## src/bbd_defines.vh

```
/*
 * Opcodes, stretching special registers and reset values.
 * Assumes inclusion by bare name.
 */
`ifndef BBD_DEFINES_VH
`define BBD_DEFINES_VH

// ************************************************************
// Opcodes
// ************************************************************
`define BBD_OP_OR_NBIT    8'ha0
`define BBD_OP_MOV_C_BIT  8'ha2
`define BBD_OP_MOV_BIT_C  8'h92
`define BBD_OP_FAR_CALL   8'h12
`define BBD_OP_SUB_EXIT   8'h22
`define BBD_OP_ISR_EXIT   8'h32
`define BBD_OP_FAR_JUMP   8'h02
`define BBD_OP_REL_JUMP   8'h80
`define BBD_OP_IND_JUMP   8'h73
`define BBD_OP_ACC_ZERO   8'h60
`define BBD_OP_ACC_NZERO  8'h70
`define BBD_OP_CY_SET     8'h40
`define BBD_OP_CY_CLR     8'h50
`define BBD_OP_BIT_SET    8'h20
`define BBD_OP_BIT_CLR    8'h30
`define BBD_OP_BIT_CLEAR  8'h10
`define BBD_OP_CMP_DIR    8'hb5
`define BBD_OP_CMP_IMM    8'hb4
`define BBD_OP_DEC_DIR    8'hd5
`define BBD_PG_CALL_LOW   5'h11
`define BBD_PG_JUMP_LOW   5'h01
`define BBD_CMP_REG_HI    5'h17
`define BBD_CMP_IND_HI    7'h5b
`define BBD_DEC_REG_HI    5'h1b

// ************************************************************
// Special registers costing one more cycle
// ************************************************************
`define BBD_SFR_FLAGS     8'hd0
`define BBD_SFR_SP        8'h81
`define BBD_SFR_PSEL      8'h86
`define BBD_SFR_IE        8'ha8
`define BBD_SFR_EIE       8'he8
`define BBD_SFR_IPL       8'ha9
`define BBD_SFR_IPH       8'hb8
`define BBD_SFR_EIPL      8'hf8
`define BBD_SFR_EIPH      8'hf9

// ************************************************************
// Reset values and bit addressing
// ************************************************************
`define BBD_PC_RST        16'h0000
`define BBD_SP_RST        8'h07
`define BBD_BIT_RAM_BASE  4'h2

`endif

```

## src/bbd_core.v

```verilog
/*
 * Execute unit for boolean-carry moves and program branching.
 * Assumes memories and bit space answer within the address cycle.
 */
// Contract
// - A0 ors carry with inverted bit, two bytes, two cycles.
// - Short page call: two cycles, push low then high, pre-increment, load page.
// - Far call 12: three cycles, push low then high, load 16-bit target.
// - Exits 22 and 32: three cycles, pop high then low, post-decrement.
// - Page jump: two cycles, replace program_counter bits 10..0 only.
// - Far jump 02: three bytes, three cycles, load 16-bit address.
// - Relative jump 80: two bytes, three cycles, always adds offset.
// - Indirect jump 73: one byte, three cycles, accumulator plus data_pointer.
// - Opcode 60 branches when accumulator is zero, three cycles.
// - Opcode 70 branches when accumulator is nonzero, three cycles.
// - Opcodes 40 and 50 branch on carry set or clear, three cycles.
// - Opcodes 20 and 30 branch on bit one or zero, four cycles.
// - Opcode 10 clears the bit and branches when the bit is one.
// - Taken bit-and-clear branch spends one extra cycle for the clear.
// - B5 compares accumulator with direct byte, five cycles, carry by order.
// - B8..BF compare work_reg with immediate, four cycles.
// - B6..B7 compare indirect byte with immediate, five cycles.
// - D8..DF decrement work_reg, branch when nonzero, four cycles.
// - D5 decrements direct byte, branches when nonzero, five cycles.
// - Direct writes by D5 and taken 10 to marked special registers take one extra cycle; B5 reads do not.
`timescale 1ns/10ps
`include "bbd_defines.vh"

module bbd_core
(
   // Clock and reset
   input  wire        sys_clk_i,
   input  wire        nrst_i,
   // Program memory
   output wire [15:0] code_addr_o,
   input  wire [7:0]  code_data_i,
   // Data RAM, stack and direct space
   output reg  [7:0]  ram_addr_o,
   output reg  [7:0]  ram_wdata_o,
   output reg         ram_we_o,
   input  wire [7:0]  ram_rdata_i,
   // Bit space
   output reg  [7:0]  bit_addr_o,
   output reg         bit_wdata_o,
   output reg         bit_we_o,
   input  wire        bit_rdata_i,
   // Core state from outside
   input  wire [7:0]  acc_i,
   input  wire [15:0] data_pointer_i,
   input  wire [1:0]  bank_i,
   // Status
   output wire [7:0]  sp_o,
   output wire        carry_o,
   output wire        insn_start_o,
   output reg         irq_exit_o,
   output reg         unknown_op_o
);

   // ************************************************************
   // State
   // ************************************************************
   reg [15:0] pc_r, pc_nxt;
   reg [7:0]  sp_r, sp_nxt;
   reg        cy_r, cy_nxt;
   reg [2:0]  cyc_r, cyc_nxt;
   reg [7:0]  op_r, b2_r, b2_nxt, b3_r, b3_nxt, tmp_r, tmp_nxt;
   reg        wt_r, wt_nxt;
   reg        cmp_go;
   reg [7:0]  cmp_a, cmp_d;
   reg        spc;

   // Opcode and operands are taken straight off the bus in their own cycle
   wire [7:0]  op    = (cyc_r == 3'h0) ? code_data_i : op_r;
   wire [7:0]  opnd2 = (cyc_r == 3'h1) ? code_data_i : b2_r;
   wire [7:0]  opnd3 = (cyc_r == 3'h2) ? code_data_i : b3_r;
   wire [15:0] pc_inc = pc_r + 16'h0001;
   wire [15:0] pc_two = pc_r + 16'h0002;
   wire [1:0]  len   = insn_len(op);
   wire [15:0] pcb   = ({1'b0, cyc_r} < {1'b0, len}) ? pc_inc : pc_r;
   wire [7:0]  rel8  = (len == 2'h3) ? opnd3 : opnd2;
   wire [15:0] tgt   = pcb + {{8{rel8[7]}}, rel8};
   wire [7:0]  reg_a = {3'h0, bank_i, op[2:0]};
   wire [7:0]  ind_a = {3'h0, bank_i, 2'h0, op[0]};
   wire [7:0]  bit_byte = b2_r[7] ? {b2_r[7:3], 3'h0} : {`BBD_BIT_RAM_BASE, b2_r[6:3]};
   wire [7:0]  dec_v = tmp_r - 8'h01;

   assign code_addr_o  = pc_r;
   assign sp_o         = sp_r;
   assign carry_o      = cy_r;
   assign insn_start_o = (cyc_r == 3'h0) & ~wt_r;

   // ************************************************************
   // Instruction length in bytes
   // ************************************************************
   function [1:0] insn_len;
      input [7:0] o;
      begin
         insn_len = 2'h1;
         if (o[4:0] == `BBD_PG_CALL_LOW || o[4:0] == `BBD_PG_JUMP_LOW ||
             o == `BBD_OP_OR_NBIT || o == `BBD_OP_MOV_C_BIT || o == `BBD_OP_MOV_BIT_C ||
             o == `BBD_OP_REL_JUMP || o == `BBD_OP_ACC_ZERO || o == `BBD_OP_ACC_NZERO ||
             o == `BBD_OP_CY_SET || o == `BBD_OP_CY_CLR || o[7:3] == `BBD_DEC_REG_HI)
            insn_len = 2'h2;
         if (o == `BBD_OP_FAR_CALL || o == `BBD_OP_FAR_JUMP || o == `BBD_OP_BIT_SET ||
             o == `BBD_OP_BIT_CLR || o == `BBD_OP_BIT_CLEAR || o == `BBD_OP_CMP_DIR ||
             o == `BBD_OP_CMP_IMM || o[7:3] == `BBD_CMP_REG_HI ||
             o[7:1] == `BBD_CMP_IND_HI || o == `BBD_OP_DEC_DIR)
            insn_len = 2'h3;
      end
   endfunction

   // Special registers whose direct write by D5 or taken 10 costs one more cycle
   function is_spc;
      input [7:0] a;
      begin
         is_spc = (a == `BBD_SFR_FLAGS) || (a == `BBD_SFR_SP) || (a == `BBD_SFR_PSEL) ||
                  (a == `BBD_SFR_IE) || (a == `BBD_SFR_EIE) || (a == `BBD_SFR_IPL) ||
                  (a == `BBD_SFR_IPH) || (a == `BBD_SFR_EIPL) || (a == `BBD_SFR_EIPH);
      end
   endfunction

   // ************************************************************
   // Sequencer: one pass per clock, final step returns cyc to 0
   // ************************************************************
   always @*
   begin
      pc_nxt       = ({1'b0, cyc_r} < {1'b0, len}) ? pc_inc : pc_r;
      sp_nxt       = sp_r;
      cy_nxt       = cy_r;
      cyc_nxt      = cyc_r + 3'h1;
      b2_nxt       = opnd2;
      b3_nxt       = opnd3;
      tmp_nxt      = tmp_r;
      wt_nxt       = wt_r;
      ram_addr_o   = 8'h00;
      ram_wdata_o  = 8'h00;
      ram_we_o     = 1'b0;
      bit_addr_o   = opnd2;
      bit_wdata_o  = 1'b0;
      bit_we_o     = 1'b0;
      irq_exit_o   = 1'b0;
      unknown_op_o = 1'b0;
      cmp_go       = 1'b0;
      cmp_a        = acc_i;
      cmp_d        = b2_r;
      spc          = 1'b0;
      if (op[4:0] == `BBD_PG_CALL_LOW)
      begin
         // Return address pushed low byte first, high byte in the last cycle
         ram_addr_o = sp_r + 8'h01;
         ram_we_o   = 1'b1;
         sp_nxt     = sp_r + 8'h01;
         if (cyc_r == 3'h0)
            ram_wdata_o = pc_two[7:0];
         else
         begin
            ram_wdata_o = pcb[15:8];
            pc_nxt      = {pcb[15:11], op[7:5], opnd2};
            cyc_nxt     = 3'h0;
         end
      end
      else if (op[4:0] == `BBD_PG_JUMP_LOW)
      begin
         if (cyc_r == 3'h1)
         begin
            pc_nxt  = {pcb[15:11], op[7:5], opnd2};
            cyc_nxt = 3'h0;
         end
      end
      else
      begin
         case (op)
            `BBD_OP_OR_NBIT, `BBD_OP_MOV_C_BIT, `BBD_OP_MOV_BIT_C:
               if (cyc_r == 3'h1)
               begin
                  cyc_nxt = 3'h0;
                  if (op == `BBD_OP_OR_NBIT)
                     cy_nxt = cy_r | ~bit_rdata_i;
                  else if (op == `BBD_OP_MOV_C_BIT)
                     cy_nxt = bit_rdata_i;
                  else
                  begin
                     bit_we_o    = 1'b1;
                     bit_wdata_o = cy_r;
                  end
               end
            `BBD_OP_FAR_CALL:
               if (cyc_r != 3'h0)
               begin
                  ram_addr_o = sp_r + 8'h01;
                  ram_we_o   = 1'b1;
                  sp_nxt     = sp_r + 8'h01;
                  if (cyc_r == 3'h1)
                     ram_wdata_o = pc_two[7:0];
                  else
                  begin
                     ram_wdata_o = pcb[15:8];
                     pc_nxt      = {b2_r, opnd3};
                     cyc_nxt     = 3'h0;
                  end
               end
            `BBD_OP_SUB_EXIT, `BBD_OP_ISR_EXIT:
               if (cyc_r != 3'h0)
               begin
                  // High byte pops first, pointer drops after each read
                  ram_addr_o = sp_r;
                  sp_nxt     = sp_r - 8'h01;
                  if (cyc_r == 3'h1)
                     tmp_nxt = ram_rdata_i;
                  else
                  begin
                     pc_nxt     = {tmp_r, ram_rdata_i};
                     irq_exit_o = (op == `BBD_OP_ISR_EXIT);
                     cyc_nxt    = 3'h0;
                  end
               end
            `BBD_OP_FAR_JUMP:
               if (cyc_r == 3'h2)
               begin
                  pc_nxt  = {b2_r, opnd3};
                  cyc_nxt = 3'h0;
               end
            `BBD_OP_IND_JUMP:
               if (cyc_r == 3'h2)
               begin
                  pc_nxt  = {8'h00, acc_i} + data_pointer_i;
                  cyc_nxt = 3'h0;
               end
            `BBD_OP_REL_JUMP, `BBD_OP_ACC_ZERO, `BBD_OP_ACC_NZERO,
            `BBD_OP_CY_SET, `BBD_OP_CY_CLR:
               if (cyc_r == 3'h2)
               begin
                  cyc_nxt = 3'h0;
                  if ((op == `BBD_OP_REL_JUMP) ||
                      (op == `BBD_OP_ACC_ZERO && acc_i == 8'h00) ||
                      (op == `BBD_OP_ACC_NZERO && acc_i != 8'h00) ||
                      (op == `BBD_OP_CY_SET && cy_r) ||
                      (op == `BBD_OP_CY_CLR && !cy_r))
                     pc_nxt = tgt;
               end
            `BBD_OP_BIT_SET, `BBD_OP_BIT_CLR:
               if (cyc_r == 3'h3)
               begin
                  bit_addr_o = b2_r;
                  cyc_nxt    = 3'h0;
                  if (bit_rdata_i == (op == `BBD_OP_BIT_SET))
                     pc_nxt = tgt;
               end
            `BBD_OP_BIT_CLEAR:
               if (cyc_r >= 3'h3)
               begin
                  bit_addr_o = b2_r;
                  spc        = is_spc(bit_byte);
                  if (cyc_r == 3'h3)
                  begin
                     // Not taken ends here; taken goes on to clear
                     if (!bit_rdata_i)
                        cyc_nxt = 3'h0;
                  end
                  else if (spc && !wt_r)
                  begin
                     wt_nxt  = 1'b1;
                     cyc_nxt = cyc_r;
                  end
                  else
                  begin
                     bit_we_o = 1'b1;
                     pc_nxt   = tgt;
                     wt_nxt   = 1'b0;
                     cyc_nxt  = 3'h0;
                  end
               end
            `BBD_OP_CMP_DIR:
               if (cyc_r == 3'h3)
               begin
                  ram_addr_o = b2_r;
                  tmp_nxt    = ram_rdata_i;
               end
               else if (cyc_r == 3'h4)
               begin
                  cmp_go  = 1'b1;
                  cmp_d   = tmp_r;
                  cyc_nxt = 3'h0;
               end
            `BBD_OP_CMP_IMM:
               if (cyc_r == 3'h3)
               begin
                  cmp_go  = 1'b1;
                  cyc_nxt = 3'h0;
               end
            `BBD_OP_DEC_DIR:
               if (cyc_r == 3'h3)
               begin
                  ram_addr_o = b2_r;
                  tmp_nxt    = ram_rdata_i;
               end
               else if (cyc_r == 3'h4)
               begin
                  spc = is_spc(b2_r);
                  if (spc && !wt_r)
                  begin
                     wt_nxt  = 1'b1;
                     cyc_nxt = cyc_r;
                  end
                  else
                  begin
                     ram_addr_o  = b2_r;
                     ram_wdata_o = dec_v;
                     ram_we_o    = 1'b1;
                     wt_nxt      = 1'b0;
                     cyc_nxt     = 3'h0;
                     if (dec_v != 8'h00)
                        pc_nxt = tgt;
                  end
               end
            default:
               if (op[7:3] == `BBD_CMP_REG_HI)
               begin
                  if (cyc_r == 3'h3)
                  begin
                     ram_addr_o = reg_a;
                     cmp_a      = ram_rdata_i;
                     cmp_go     = 1'b1;
                     cyc_nxt    = 3'h0;
                  end
               end
               else if (op[7:1] == `BBD_CMP_IND_HI)
               begin
                  // Pointer first, then the byte it selects
                  if (cyc_r == 3'h3)
                  begin
                     ram_addr_o = ind_a;
                     tmp_nxt    = ram_rdata_i;
                  end
                  else if (cyc_r == 3'h4)
                  begin
                     ram_addr_o = tmp_r;
                     cmp_a      = ram_rdata_i;
                     cmp_go     = 1'b1;
                     cyc_nxt    = 3'h0;
                  end
               end
               else if (op[7:3] == `BBD_DEC_REG_HI)
               begin
                  if (cyc_r == 3'h2)
                  begin
                     ram_addr_o = reg_a;
                     tmp_nxt    = ram_rdata_i;
                  end
                  else if (cyc_r == 3'h3)
                  begin
                     ram_addr_o  = reg_a;
                     ram_wdata_o = dec_v;
                     ram_we_o    = 1'b1;
                     cyc_nxt     = 3'h0;
                     if (dec_v != 8'h00)
                        pc_nxt = tgt;
                  end
               end
               else
               begin
                  // Outside this group: skip in one cycle and flag it
                  unknown_op_o = 1'b1;
                  cyc_nxt      = 3'h0;
               end
         endcase
      end
      // Shared compare: branch on inequality, carry when data is larger
      if (cmp_go && (cmp_a != cmp_d))
      begin
         pc_nxt = tgt;
         cy_nxt = (cmp_d > cmp_a);
      end
   end

   // ************************************************************
   // Registers
   // ************************************************************
   always @(posedge sys_clk_i or negedge nrst_i)
   begin
      if (!nrst_i)
      begin
         pc_r  <= `BBD_PC_RST;
         sp_r  <= `BBD_SP_RST;
         cy_r  <= 1'b0;
         cyc_r <= 3'h0;
         op_r  <= 8'h00;
         b2_r  <= 8'h00;
         b3_r  <= 8'h00;
         tmp_r <= 8'h00;
         wt_r  <= 1'b0;
      end
      else
      begin
         pc_r  <= pc_nxt;
         sp_r  <= sp_nxt;
         cy_r  <= cy_nxt;
         cyc_r <= cyc_nxt;
         op_r  <= op;
         b2_r  <= b2_nxt;
         b3_r  <= b3_nxt;
         tmp_r <= tmp_nxt;
         wt_r  <= wt_nxt;
      end
   end

endmodule // bbd_core

```

## config.mk

```make
export PLATFORM = sky130hd
export DESIGN_NAME = bbd_core
export DESIGN_NICKNAME = d
export VERILOG_FILES = /design/src/bbd_core.v
export VERILOG_INCLUDE_DIRS = /design/src
export SDC_FILE = /design/constraint.sdc
export NUM_CORES = 1
export LEC_CHECK = 0
export ABC_AREA = 1
export BUFFER_PORTS_ARGS = -buffer_cell sky130_fd_sc_hd__buf_2
export CORE_MARGIN = 1.5
export CORE_UTILIZATION = 46
export DETAILED_ROUTE_END_ITERATION = 8
export PLACE_DENSITY_LB_ADDON = 0.08
export SLEW_MARGIN = 20
export SYNTH_ARGS = -nofsm -noshare
export SYNTH_HDL_FRONTEND = slang
export SYNTH_SLANG_ARGS = --single-unit
```

## constraint.sdc

```tcl
create_clock -name sys_clk_i -period 13 [get_ports sys_clk_i]
set_clock_uncertainty 0.15 [all_clocks]
set_input_delay 0.65 -clock sys_clk_i [delete_from_list [all_inputs] [get_ports sys_clk_i]]
set_output_delay 0.65 -clock sys_clk_i [all_outputs]
set_load 0.1 [all_outputs]
```

### Word-level counts from Yosys, hierarchy flattened

Cells that the tools add are included.

* flip-flop bits (word level): 61
* output and inout bits: 55
* logic and storage cells: 347

* add/subtract/negate cells: 8
* order comparisons: 3
* equality and inequality tests: 63
* muxes and demuxes: 178
* bitwise logic cells: 7
* reductions and logical operators: 79

Operators with widths (count)
* 8-bit two-way mux: 60
* 16-bit two-way mux: 26
* 8-bit equality test (second input constant): 25
* 16-bit case mux with 9 select lines: 1
* 3-bit two-way mux: 21
* 1-bit two-way mux: 55
* 8-bit case mux with 3 select lines: 2
* 8-bit by 7-bit equality test with 1-bit output (second input constant): 5
* 8-bit case mux with 5 select lines: 1
* 1-bit logical OR: 39
* 17-bit OR reduction: 2
* 8-bit by 6-bit equality test with 1-bit output (second input constant): 4
* 8-bit case mux with 2 select lines: 2
* 11-bit two-way mux: 2
* 3-bit case mux with 7 select lines: 1
* 19-bit OR reduction: 1
* 16-bit by 1-bit adder with 16-bit output (second input constant): 1
* 16-bit adder: 1
* 8-bit by 16-bit adder with 16-bit output: 1
* 8-bit by 5-bit equality test with 1-bit output (second input constant): 2
* 8-bit nonzero test: 2
* 8-bit by 1-bit subtractor with 8-bit output (second input constant): 2
* 5-bit equality test (second input constant): 3
* 15-bit OR reduction: 1
* 45 further kinds: 78

### Longest topological paths before layout

Gate-level depths: netlist of the first run.

* depth after elaboration: 28
* gate-level depth with buffers: 37
* depth with buffers taken out: 35

### Worst setup path after synthesis of the first run

OpenSTA, ideal clock, no wires.

* path kind: flip-flop to output port
* start: register cyc_r[0]
* end: output ram_wdata_o[4]
* arrival: 4796 ps
* data required time: 12200 ps
* slack: 7404 ps
* stages on the path, launching flop included: 22
* path through: dfrtp_1 > inv_1 > ha_1 > buf_6 > nand3_1 > nand2_2 > nand2_1 > inv_1 > nand2_1 > nor2_1 > nand2_2 > nand2_1 > inv_1 > nand4_2 > clkbuf_1 > nor4_1 > ha_1 > nor2_1 > a21boi_2 > or2_2 > nand2_1 > o221ai_1

* longest elaborated chain between the ends: 22
* elaborated cells between the ends (all ways): 68
* classes of those cells: 1 x order compare; 28 x eq/ne; 17 x mux; 22 x reduce/logical

RTL lines
* start: declaration: RTL line bbd_core.v:65 `reg [2:0] cyc_r, cyc_nxt;`
* start signal: assignment: RTL line bbd_core.v:398 `cyc_r <= cyc_nxt;`
* 3-bit zero test (*): RTL line bbd_core.v:73 `wire [7:0] op = (cyc_r == 3'h0) ? code_data_i : op_r;`
* 8-bit two-way mux (*): RTL line bbd_core.v:73
* net op[4]: RTL line bbd_core.v:73
* 5-bit equality test (no line) / 5-bit by 1-bit equality test with 1-bit output (equally long branches)
* 1-bit logical OR (no line) (10 in a row)
* 2-bit two-way mux: RTL line bbd_core.v:99 `` if (o[4:0] == `BBD_PG_CALL_LOW || o[4:0] == `BBD_PG_JUMP_LOW || ``
* 2-bit two-way mux: RTL line bbd_core.v:104 `` if (o == `BBD_OP_FAR_CALL || o == `BBD_OP_FAR_JUMP || o == `BBD_OP_BIT_SET || ``
* 3-bit by 2-bit less-than comparator with 1-bit output: RTL line bbd_core.v:79 `wire [15:0] pcb = ({1'b0, cyc_r} < {1'b0, len}) ? pc_inc : pc_r;`
* 16-bit two-way mux: RTL line bbd_core.v:79
* 8-bit two-way mux: RTL line bbd_core.v:193 `if (cyc_r == 3'h1)`
* 8-bit two-way mux: RTL line bbd_core.v:188 `if (cyc_r != 3'h0)`
* 8-bit case mux with 3 select lines: RTL line bbd_core.v:172 `case (op)`
* 8-bit two-way mux: RTL line bbd_core.v:162 `` else if (op[4:0] == `BBD_PG_JUMP_LOW) ``
* 8-bit two-way mux (*): RTL line bbd_core.v:147 `` if (op[4:0] == `BBD_PG_CALL_LOW) ``
* end: declaration: RTL line bbd_core.v:39 `output reg [7:0] ram_wdata_o,`

Mark *: on every way through the listed nets, which the timed path passes. The rest lies on a longest branch.

### Worst setup path in the final report of the first run

* start: register cyc_r[0]
* end: register pc_r[12] (netlist: code_addr_o[12])

* longest elaborated chain between the ends: 28
* elaborated cells between the ends (all ways): 124
* classes of those cells: 1 x add/sub; 2 x order compare; 31 x eq/ne; 54 x mux; 36 x reduce/logical

RTL lines
* 3-bit zero test: RTL line bbd_core.v:73, bbd_core.v:153
* 8-bit two-way mux: RTL line bbd_core.v:73
* 5-bit equality test (no line) / 5-bit by 1-bit equality test with 1-bit output (equally long branches)
* 1-bit logical OR (no line) (10 in a row)
* 2-bit two-way mux: RTL line bbd_core.v:99
* 2-bit two-way mux: RTL line bbd_core.v:104
* 3-bit by 2-bit less-than comparator with 1-bit output / 2-bit equality test (equally long branches): RTL line bbd_core.v:79, bbd_core.v:127, bbd_core.v:80
* 16-bit two-way mux / 8-bit two-way mux (equally long branches): RTL line bbd_core.v:79, bbd_core.v:127, bbd_core.v:80
* [... 4 more ...]
* 16-bit two-way mux: RTL line bbd_core.v:343 `` else if (op[7:3] == `BBD_DEC_REG_HI) ``
* 16-bit two-way mux: RTL line bbd_core.v:327 `` else if (op[7:1] == `BBD_CMP_IND_HI) ``
* 16-bit two-way mux: RTL line bbd_core.v:317 `` if (op[7:3] == `BBD_CMP_REG_HI) ``
* 16-bit case mux with 9 select lines: RTL line bbd_core.v:172
* 16-bit two-way mux: RTL line bbd_core.v:162
* 16-bit two-way mux: RTL line bbd_core.v:147
* 16-bit two-way mux (*): RTL line bbd_core.v:369 `if (cmp_go && (cmp_a != cmp_d))`
* net pc_nxt[12]: RTL line bbd_core.v:62 `reg [15:0] pc_r, pc_nxt;`
* end signal: assignment: RTL line bbd_core.v:383 `` pc_r <= `BBD_PC_RST; ``
* end signal: assignment: RTL line bbd_core.v:395 `pc_r <= pc_nxt;`
* end: declaration: RTL line bbd_core.v:62

Marks and branches as above.
A chain may end at the register's enable or synchronous reset.

==> results of run 1 <==
## cell families after synthesis
| logic type | Yosys count |
|---|---|
| buffers and inverters | 259 |
| flip-flops | 61 |
| multiplexers | 2 |
| adder cells (fa/ha/maj) | 46 |
| AO/OA/AOI/OAI | 395 |
| XOR/XNOR | 52 |
| AND/OR/NAND/NOR | 747 |
## layer usage
metal	up-vias	global-route usage, %
li1	5376	-
met1	5308	56.9
met2	783	58.6
met3	143	10.4
met4	2	18.0
met5	-	0
## stage by stage
stage	std cells	hold slack [ns]	utilization, %	cell area (um^2)
4_1_cts	1903	0.394	51.9	10200
3_3_place_gp	1887	0.373	50.5	9890
3_5_place_dp	1887	0.380	50.5	9890
2_1_floorplan	1562	0.204	-	9240
5_1_grt	1903	0.419	51.9	10200
6_report	1904	0.347	51.9	10200
## registers in the layout, indices dropped and copies added (netlist names)
register     count
cyc_r            3
b3_r             8
sp_o             8
op_r             8
b2_r             8
wt_r             1
code_addr_o     16
tmp_r            8
carry_o          1
## worst register-to-register path: cells and delay by family (launching register included)
family          cells  cell delay [ns]
fa+ha+maj           4             1.53
flops               1             0.43
compound gates      6             1.08
simple gates       16             3.13
xor+xnor            1             0.18
buf+inv             5             0.74
## final timing paths
path                                      start  cells after the start                         to  slack [ns]
hold / removal                           nrst_i                      2        sp_o[4]$_DFFE_PN0P_        0.35
max in group asynchronous                nrst_i                      2   code_addr_o[5]$_DFF_PN0_       11.75
setup / recovery           cyc_r[0]$_DFFE_PN0P_                     32  code_addr_o[12]$_DFF_PN0_        5.66
setup reg to reg           cyc_r[0]$_DFFE_PN0P_                     32  code_addr_o[12]$_DFF_PN0_        5.66
min in group sys_clk_i        b3_r[5]$_DFF_PN0_                      2          b3_r[5]$_DFF_PN0_        0.40
hold reg to reg               b3_r[5]$_DFF_PN0_                      2          b3_r[5]$_DFF_PN0_        0.40
## cells in the final DEF (no fill, tap or decap), drive strengths merged, types with 7 or more instances in the layout
master / n
a21oi: 102
a22oi: 12
a31oi: 8
buf: 108
clkbuf: 12
clkinv: 7
dfrtp: 58
ha: 44
inv: 207
nand2: 413
nand3: 85
nand4: 23
nor2: 169
nor3: 38
o211ai: 27
o21ai: 186
o221ai: 11
o22ai: 18
or2: 8
xor2: 48
## layout make-up
cell class | instances | area [um^2]
multi-input cells | 1242 | 6670
diodes | 1 | 2.50
inverters | 211 | 797
fillers | 2144 | 9420
clock buffers | 12 | 256
repair buffers | 108 | 563
flip-flops and latches | 61 | 1530
clock inverters | 4 | 22.5
well taps | 265 | 332
==> impl_metrics.prom, run 1 <==
# TYPE chip_impl_metric gauge
chip_impl_info{name="outcome",value="finished, final reports clean"} 1
chip_impl_metric{name="timing.final.setup_violations",unit=""} 0
chip_impl_metric{name="postRouteAntennaNets",unit=""} 0
chip_impl_metric{name="synthAdderAreaFrac",unit="%"} 6.39
chip_impl_metric{name="wl_met1",unit="um"} 17200
chip_impl_metric{name="avgSynthCellArea",unit="um^2"} 5.92
chip_impl_metric{name="clock.fmax",unit="MHz"} 136
chip_impl_metric{name="cts_buffer_depth",unit=""} 2
chip_impl_info{name="synth-main-ff-cell",value="sky130_fd_sc_hd__dfrtp_1"} 1
chip_impl_metric{name="timing.critical_path.required",unit="ns"} 13.09
chip_impl_metric{name="dieWidth",unit="um"} 145
chip_impl_info{name="routed.top_layer",value="met5"} 1
chip_impl_info{name="cpLargestDelayFamily",value="simple AND/OR/NAND/NOR gates"} 1
chip_impl_metric{name="route.detailed.vias_per_inst",unit=""} 6.10
chip_impl_metric{name="cts_setup_buffers",unit=""} 0
chip_impl_metric{name="syn_inst",unit=""} 1562
chip_impl_metric{name="worstPathArrival",unit="ns"} 7.43
chip_impl_metric{name="ioPinCount",unit=""} 100
chip_impl_metric{name="clk_pin_slew_worst_paths",unit="ns"} 0.06
chip_impl_info{name="clock-root-buffer",value="sky130_fd_sc_hd__clkbuf_16"} 1
chip_impl_metric{name="postSynth.asyncResetShare",unit="%"} 100
chip_impl_metric{name="final_period_minus_worst_setup_slack",unit="ns"} 7.34
chip_impl_metric{name="grt_overflow",unit=""} 0
chip_impl_metric{name="cts_htree_levels",unit=""} 3
chip_impl_metric{name="finalHoldViolations",unit=""} 0
chip_impl_metric{name="postLayoutSetupSlackWorst",unit="ns"} 5.66
chip_impl_metric{name="synth_edf_count",unit=""} 0
chip_impl_metric{name="post_cts_resize_count",unit=""} 0
chip_impl_metric{name="first_global_vias",unit=""} 10568
chip_impl_metric{name="pre_cts_ws",unit="ns"} 5.92
chip_impl_metric{name="drcViolationCount",unit=""} 0
chip_impl_info{name="slowest_stage_cell_cp",value="sky130_fd_sc_hd__nor2_4"} 1
chip_impl_metric{name="route.vias.total",unit=""} 11612
chip_impl_metric{name="core_region_area",unit="um^2"} 19600
chip_impl_metric{name="track_usage",unit="%"} 40.8
chip_impl_metric{name="synth_sequential_area_ratio",unit="%"} 16.6
chip_impl_metric{name="dp_hpwl",unit="um"} 32700
chip_impl_info{name="tritoncts_clock_tree",value="yes"} 1
chip_impl_metric{name="drt_first_iter_violations",unit=""} 1644
chip_impl_metric{name="die-height",unit="um"} 145
chip_impl_metric{name="grt_pass1_wl",unit="um"} 63100
chip_impl_metric{name="cts_sinks",unit=""} 61
chip_impl_info{name="timing.hold.worst.class",value="input pin to async pin"} 1
chip_impl_metric{name="timing_worst_slew_pin_value",unit="ns"} 0.934
chip_impl_info{name="critPathKind",value="flip-flop to flip-flop"} 1
chip_impl_metric{name="post_drt_wl_per_cell",unit="um"} 22.0
chip_impl_metric{name="slew_headroom",unit="%"} 37.5
chip_impl_metric{name="postSynthRegisterBits",unit=""} 61
chip_impl_metric{name="post_synth_num_cell_types",unit=""} 60
chip_impl_metric{name="drive_above_1_share",unit="%"} 13.0
chip_impl_metric{name="io_buffers",unit=""} 99
chip_impl_metric{name="hold_buffers",unit=""} 0
chip_impl_info{name="yosys.area.top_type",value="sky130_fd_sc_hd__dfrtp_1"} 1
chip_impl_metric{name="synthesized_area_fraction_occupied_by_ao_oa_aoi_and_oai_cells",unit="%"} 24.8
chip_impl_metric{name="cts_inserted_buffers",unit=""} 9
chip_impl_metric{name="fp.dieArea",unit="um^2"} 21000
chip_impl_metric{name="synth_simple_gate_area_share",unit="%"} 35.7
chip_impl_info{name="synthTopCellsByArea",value="sky130_fd_sc_hd__dfrtp_1, sky130_fd_sc_hd__nand2_1, sky130_fd_sc_hd__o21ai_0"} 1
chip_impl_metric{name="worstPathMaxFanout",unit=""} 24
chip_impl_metric{name="setup_total_negative_slack",unit="ns"} 0
chip_impl_metric{name="area_growth",unit="%"} 10.1
chip_impl_metric{name="routed-wl-met2",unit="um"} 17100
chip_impl_metric{name="grt_max_degree",unit=""} 62
chip_impl_info{name="critical_path.endpoint_type",value="flip-flop"} 1
chip_impl_info{name="synth.most_common_cell",value="sky130_fd_sc_hd__nand2_1"} 1
chip_impl_metric{name="ys_warn_count",unit=""} 0
chip_impl_metric{name="initial_core_utilization",unit="%"} 47.2
chip_impl_metric{name="postSynthNetCount",unit=""} 1653
chip_impl_info{name="worst_setup_path_start_kind",value="flip-flop"} 1
chip_impl_metric{name="clk-insertion-delay-late",unit="ns"} 0.36
chip_impl_metric{name="synth.top_cell.area_share",unit="%"} 15.7
chip_impl_metric{name="antenna_found_initial",unit=""} 2
chip_impl_info{name="cpMostUsedCell",value="sky130_fd_sc_hd__nand2_1"} 1
chip_impl_metric{name="synth_xor_xnor_area_share",unit="%"} 5.01
chip_impl_metric{name="drv_cap",unit=""} 0
chip_impl_metric{name="yosys-mux-area-fraction",unit="%"} 0.244
chip_impl_metric{name="crit_path_max_incr_delay",unit="ns"} 0.52
chip_impl_metric{name="postRouteWirelength",unit="um"} 41900
chip_impl_info{name="synth_common_cells",value="sky130_fd_sc_hd__nand2_1, sky130_fd_sc_hd__inv_1, sky130_fd_sc_hd__o21ai_0"} 1
chip_impl_metric{name="routabilityCongestion",unit=""} 1.04
chip_impl_metric{name="critical_path.n_buffers_inverters",unit=""} 5
chip_impl_info{name="grt_setup_unrepaired",value="no"} 1
chip_impl_metric{name="fp-row-count",unit=""} 51
chip_impl_metric{name="drt_pre_antenna_iters",unit=""} 6
chip_impl_metric{name="routed_wire_length_on_met3",unit="um"} 5600
chip_impl_metric{name="finalMaxSlewViolations",unit=""} 0
chip_impl_metric{name="synth.cell_area",unit="um^2"} 9240
chip_impl_info{name="synth_top_family_by_area",value="simple AND/OR/NAND/NOR gates"} 1
chip_impl_metric{name="min_period_over_period",unit="%"} 56.5
chip_impl_metric{name="finalNetCount",unit=""} 1724
Power of run 1 is left out: the tool's default activity adds up to more than one toggle a clock period on the data nets, which glitch-free logic cannot reach.
==> run 2: changes to the inputs <==
==> constraint.sdc (replaced) <==
create_clock -name sys_clk_i -period 7.5 [get_ports sys_clk_i]
set_clock_uncertainty 0.15 [all_clocks]
set_input_delay 0.375 -clock sys_clk_i [delete_from_list [all_inputs] [get_ports sys_clk_i]]
set_output_delay 0.375 -clock sys_clk_i [all_outputs]
set_load 0.1 [all_outputs]
==> impl_metrics.prom, run 2 (synthesis results as in run 1) <==
# TYPE chip_impl_metric gauge
chip_impl_metric{name="cts_inserted_buffers",unit=""} 9
chip_impl_metric{name="antenna_found_initial",unit=""} 1
chip_impl_info{name="commonest_cells_after_routing_fill_and_taps_aside",value="sky130_fd_sc_hd__nand2_1, sky130_fd_sc_hd__inv_1, sky130_fd_sc_hd__o21ai_0, sky130_fd_sc_hd__nor2_1, sky130_fd_sc_hd__a21oi_1"} 1
chip_impl_metric{name="drcViolationCount",unit=""} 0
chip_impl_metric{name="cts_sinks",unit=""} 61
chip_impl_metric{name="cts_htree_levels",unit=""} 3
chip_impl_metric{name="route.vias.total",unit=""} 11689
chip_impl_metric{name="crit_path_max_incr_delay",unit="ns"} 0.53
chip_impl_metric{name="drt_pre_antenna_iters",unit=""} 8
chip_impl_metric{name="setup_total_negative_slack",unit="ns"} 0
chip_impl_info{name="critPathKind",value="flip-flop to flip-flop"} 1
chip_impl_metric{name="dieWidth",unit="um"} 145
chip_impl_metric{name="timing.critical_path.required",unit="ns"} 7.58
chip_impl_metric{name="timing.final.setup_violations",unit=""} 0
chip_impl_metric{name="finalNetCount",unit=""} 1726
chip_impl_metric{name="dp_hpwl",unit="um"} 33000
chip_impl_metric{name="drv_cap",unit=""} 0
chip_impl_info{name="critical_path.endpoint_type",value="flip-flop"} 1
chip_impl_info{name="clock-root-buffer",value="sky130_fd_sc_hd__clkbuf_16"} 1
chip_impl_metric{name="post_drt_wl_per_cell",unit="um"} 22.1
chip_impl_metric{name="routabilityCongestion",unit=""} 0.990
chip_impl_metric{name="io_buffers",unit=""} 99
chip_impl_metric{name="worstPathMaxFanout",unit=""} 24
chip_impl_metric{name="min_period_over_period",unit="%"} 90.9
chip_impl_metric{name="cts_setup_buffers",unit=""} 0
chip_impl_info{name="outcome",value="finished, final reports clean"} 1
chip_impl_metric{name="first_global_vias",unit=""} 10623
chip_impl_info{name="worst_setup_path_start_kind",value="flip-flop"} 1
chip_impl_metric{name="area_growth",unit="%"} 10.5
chip_impl_metric{name="grt_pass1_wl",unit="um"} 63600
chip_impl_metric{name="grt_max_degree",unit=""} 62
chip_impl_metric{name="clk_pin_slew_worst_paths",unit="ns"} 0.06
chip_impl_info{name="mostFrequentLayoutCell",value="sky130_fd_sc_hd__nand2_1"} 1
chip_impl_info{name="cpMostUsedCell",value="sky130_fd_sc_hd__nand2_1"} 1
chip_impl_metric{name="timing_worst_slew_pin_value",unit="ns"} 1.02
chip_impl_metric{name="finalMaxSlewViolations",unit=""} 0
chip_impl_metric{name="final_period_minus_worst_setup_slack",unit="ns"} 6.82
chip_impl_metric{name="worstPathArrival",unit="ns"} 6.90
chip_impl_info{name="slowest_stage_cell_cp",value="sky130_fd_sc_hd__nor2_4"} 1
chip_impl_metric{name="slew_headroom",unit="%"} 31.9
chip_impl_metric{name="drt_first_iter_violations",unit=""} 1860
chip_impl_metric{name="clock.fmax",unit="MHz"} 147
chip_impl_metric{name="postRouteWirelength",unit="um"} 42200
chip_impl_metric{name="grt_overflow",unit=""} 0
chip_impl_metric{name="initial_core_utilization",unit="%"} 47.2
chip_impl_metric{name="core_region_area",unit="um^2"} 19600
chip_impl_info{name="timing.hold.worst.class",value="input pin to async pin"} 1
chip_impl_info{name="tritoncts_clock_tree",value="yes"} 1
chip_impl_metric{name="track_usage",unit="%"} 41.0
chip_impl_metric{name="largest_register_ffs",unit=""} 16
chip_impl_metric{name="clk-insertion-delay-late",unit="ns"} 0.35
chip_impl_metric{name="finalHoldViolations",unit=""} 0
chip_impl_metric{name="ioPinCount",unit=""} 100
chip_impl_metric{name="post_cts_resize_count",unit=""} 0
chip_impl_metric{name="cts_buffer_depth",unit=""} 2
chip_impl_info{name="grt_setup_unrepaired",value="no"} 1
chip_impl_metric{name="fp-row-count",unit=""} 51
chip_impl_metric{name="drive_above_1_share",unit="%"} 13.2
chip_impl_metric{name="postRouteAntennaNets",unit=""} 0
chip_impl_metric{name="fp.dieArea",unit="um^2"} 21000
chip_impl_metric{name="hold_buffers",unit=""} 0
chip_impl_metric{name="die-height",unit="um"} 145
chip_impl_metric{name="route.detailed.vias_per_inst",unit=""} 6.13
chip_impl_metric{name="filler_cell_count",unit=""} 2135
run 2: cell count changes in the layout (fill, tap and decap cells not counted), sizes merged:
cell    previous run  this run
bufinv             0         1
clkinv             7         6
buf              108       110
run 2: worst max-delay path, delay by kind of cell, from the launching register on:
family / cells / cell delay (ns)
AOI/OAI and AO/OA: 6 / 1.00
xor gates and xnor gates: 1 / 0.19
adders and majority gates: 4 / 1.53
buffers and inverters: 4 / 0.44
DFF: 1 / 0.43
and+or+nand+nor: 15 / 2.91
run 2: metal layers:
metal / GRT usage (%) / share of wire (%)
met5: 0 / 0
met4: 15.4 / 4.1
met3: 8.36 / 13
met2: 61.4 / 42
met1: 57.7 / 42
run 2: layout make-up:
cell class | instances | area [um^2] | area share (%)
antenna | 1 | 2.50 | 0.0245
clock buffer | 12 | 256 | 2.51
clock inverter | 4 | 47.5 | 0.465
inverter | 211 | 797 | 7.80
multi-input combinational | 1242 | 6670 | 65.3
sequential | 61 | 1530 | 15.0
tap | 265 | 332 | 3.25
timing repair buffer | 110 | 578 | 5.66
run 2: stage by stage:
step / setup WS [ns] / area [um^2] / util (%) / hold WS, ns / cells
after floorplan: 2.15 / 9240 / - / -0.0706 / 1562
after global placement: 0.906 / 9910 / 50.6 / 0.379 / 1889
after detailed placement: 0.768 / 9910 / 50.6 / 0.375 / 1889
after CTS: 0.725 / 10200 / 52.1 / 0.124 / 1905
after global routing: 0.148 / 10200 / 52.1 / 0.146 / 1905
final: 0.681 / 10200 / 52.1 / 0.0585 / 1906
run 2: path summary, 6_finish.rpt:
check | from | endpoint | slack [ns] | cells past startpoint
setup / recovery | cyc_r[0]$_DFFE_PN0P_ | code_addr_o[12]$_DFF_PN0_ | 0.68 | 30
hold reg to reg | wt_r$_DFFE_PN0P_ | wt_r$_DFFE_PN0P_ | 0.40 | 1
hold / removal | nrst_i | sp_o[6]$_DFFE_PN0P_ | 0.06 | 2
max in group asynchronous | nrst_i | tmp_r[2]$_DFFE_PN0P_ | 6.50 | 2
setup reg to reg | cyc_r[0]$_DFFE_PN0P_ | code_addr_o[12]$_DFF_PN0_ | 0.68 | 30
min in group sys_clk_i | code_data_i[7] | op_r[7]$_DFF_PN0_ | 0.25 | 3
Power of run 2 is left out for the same reason.
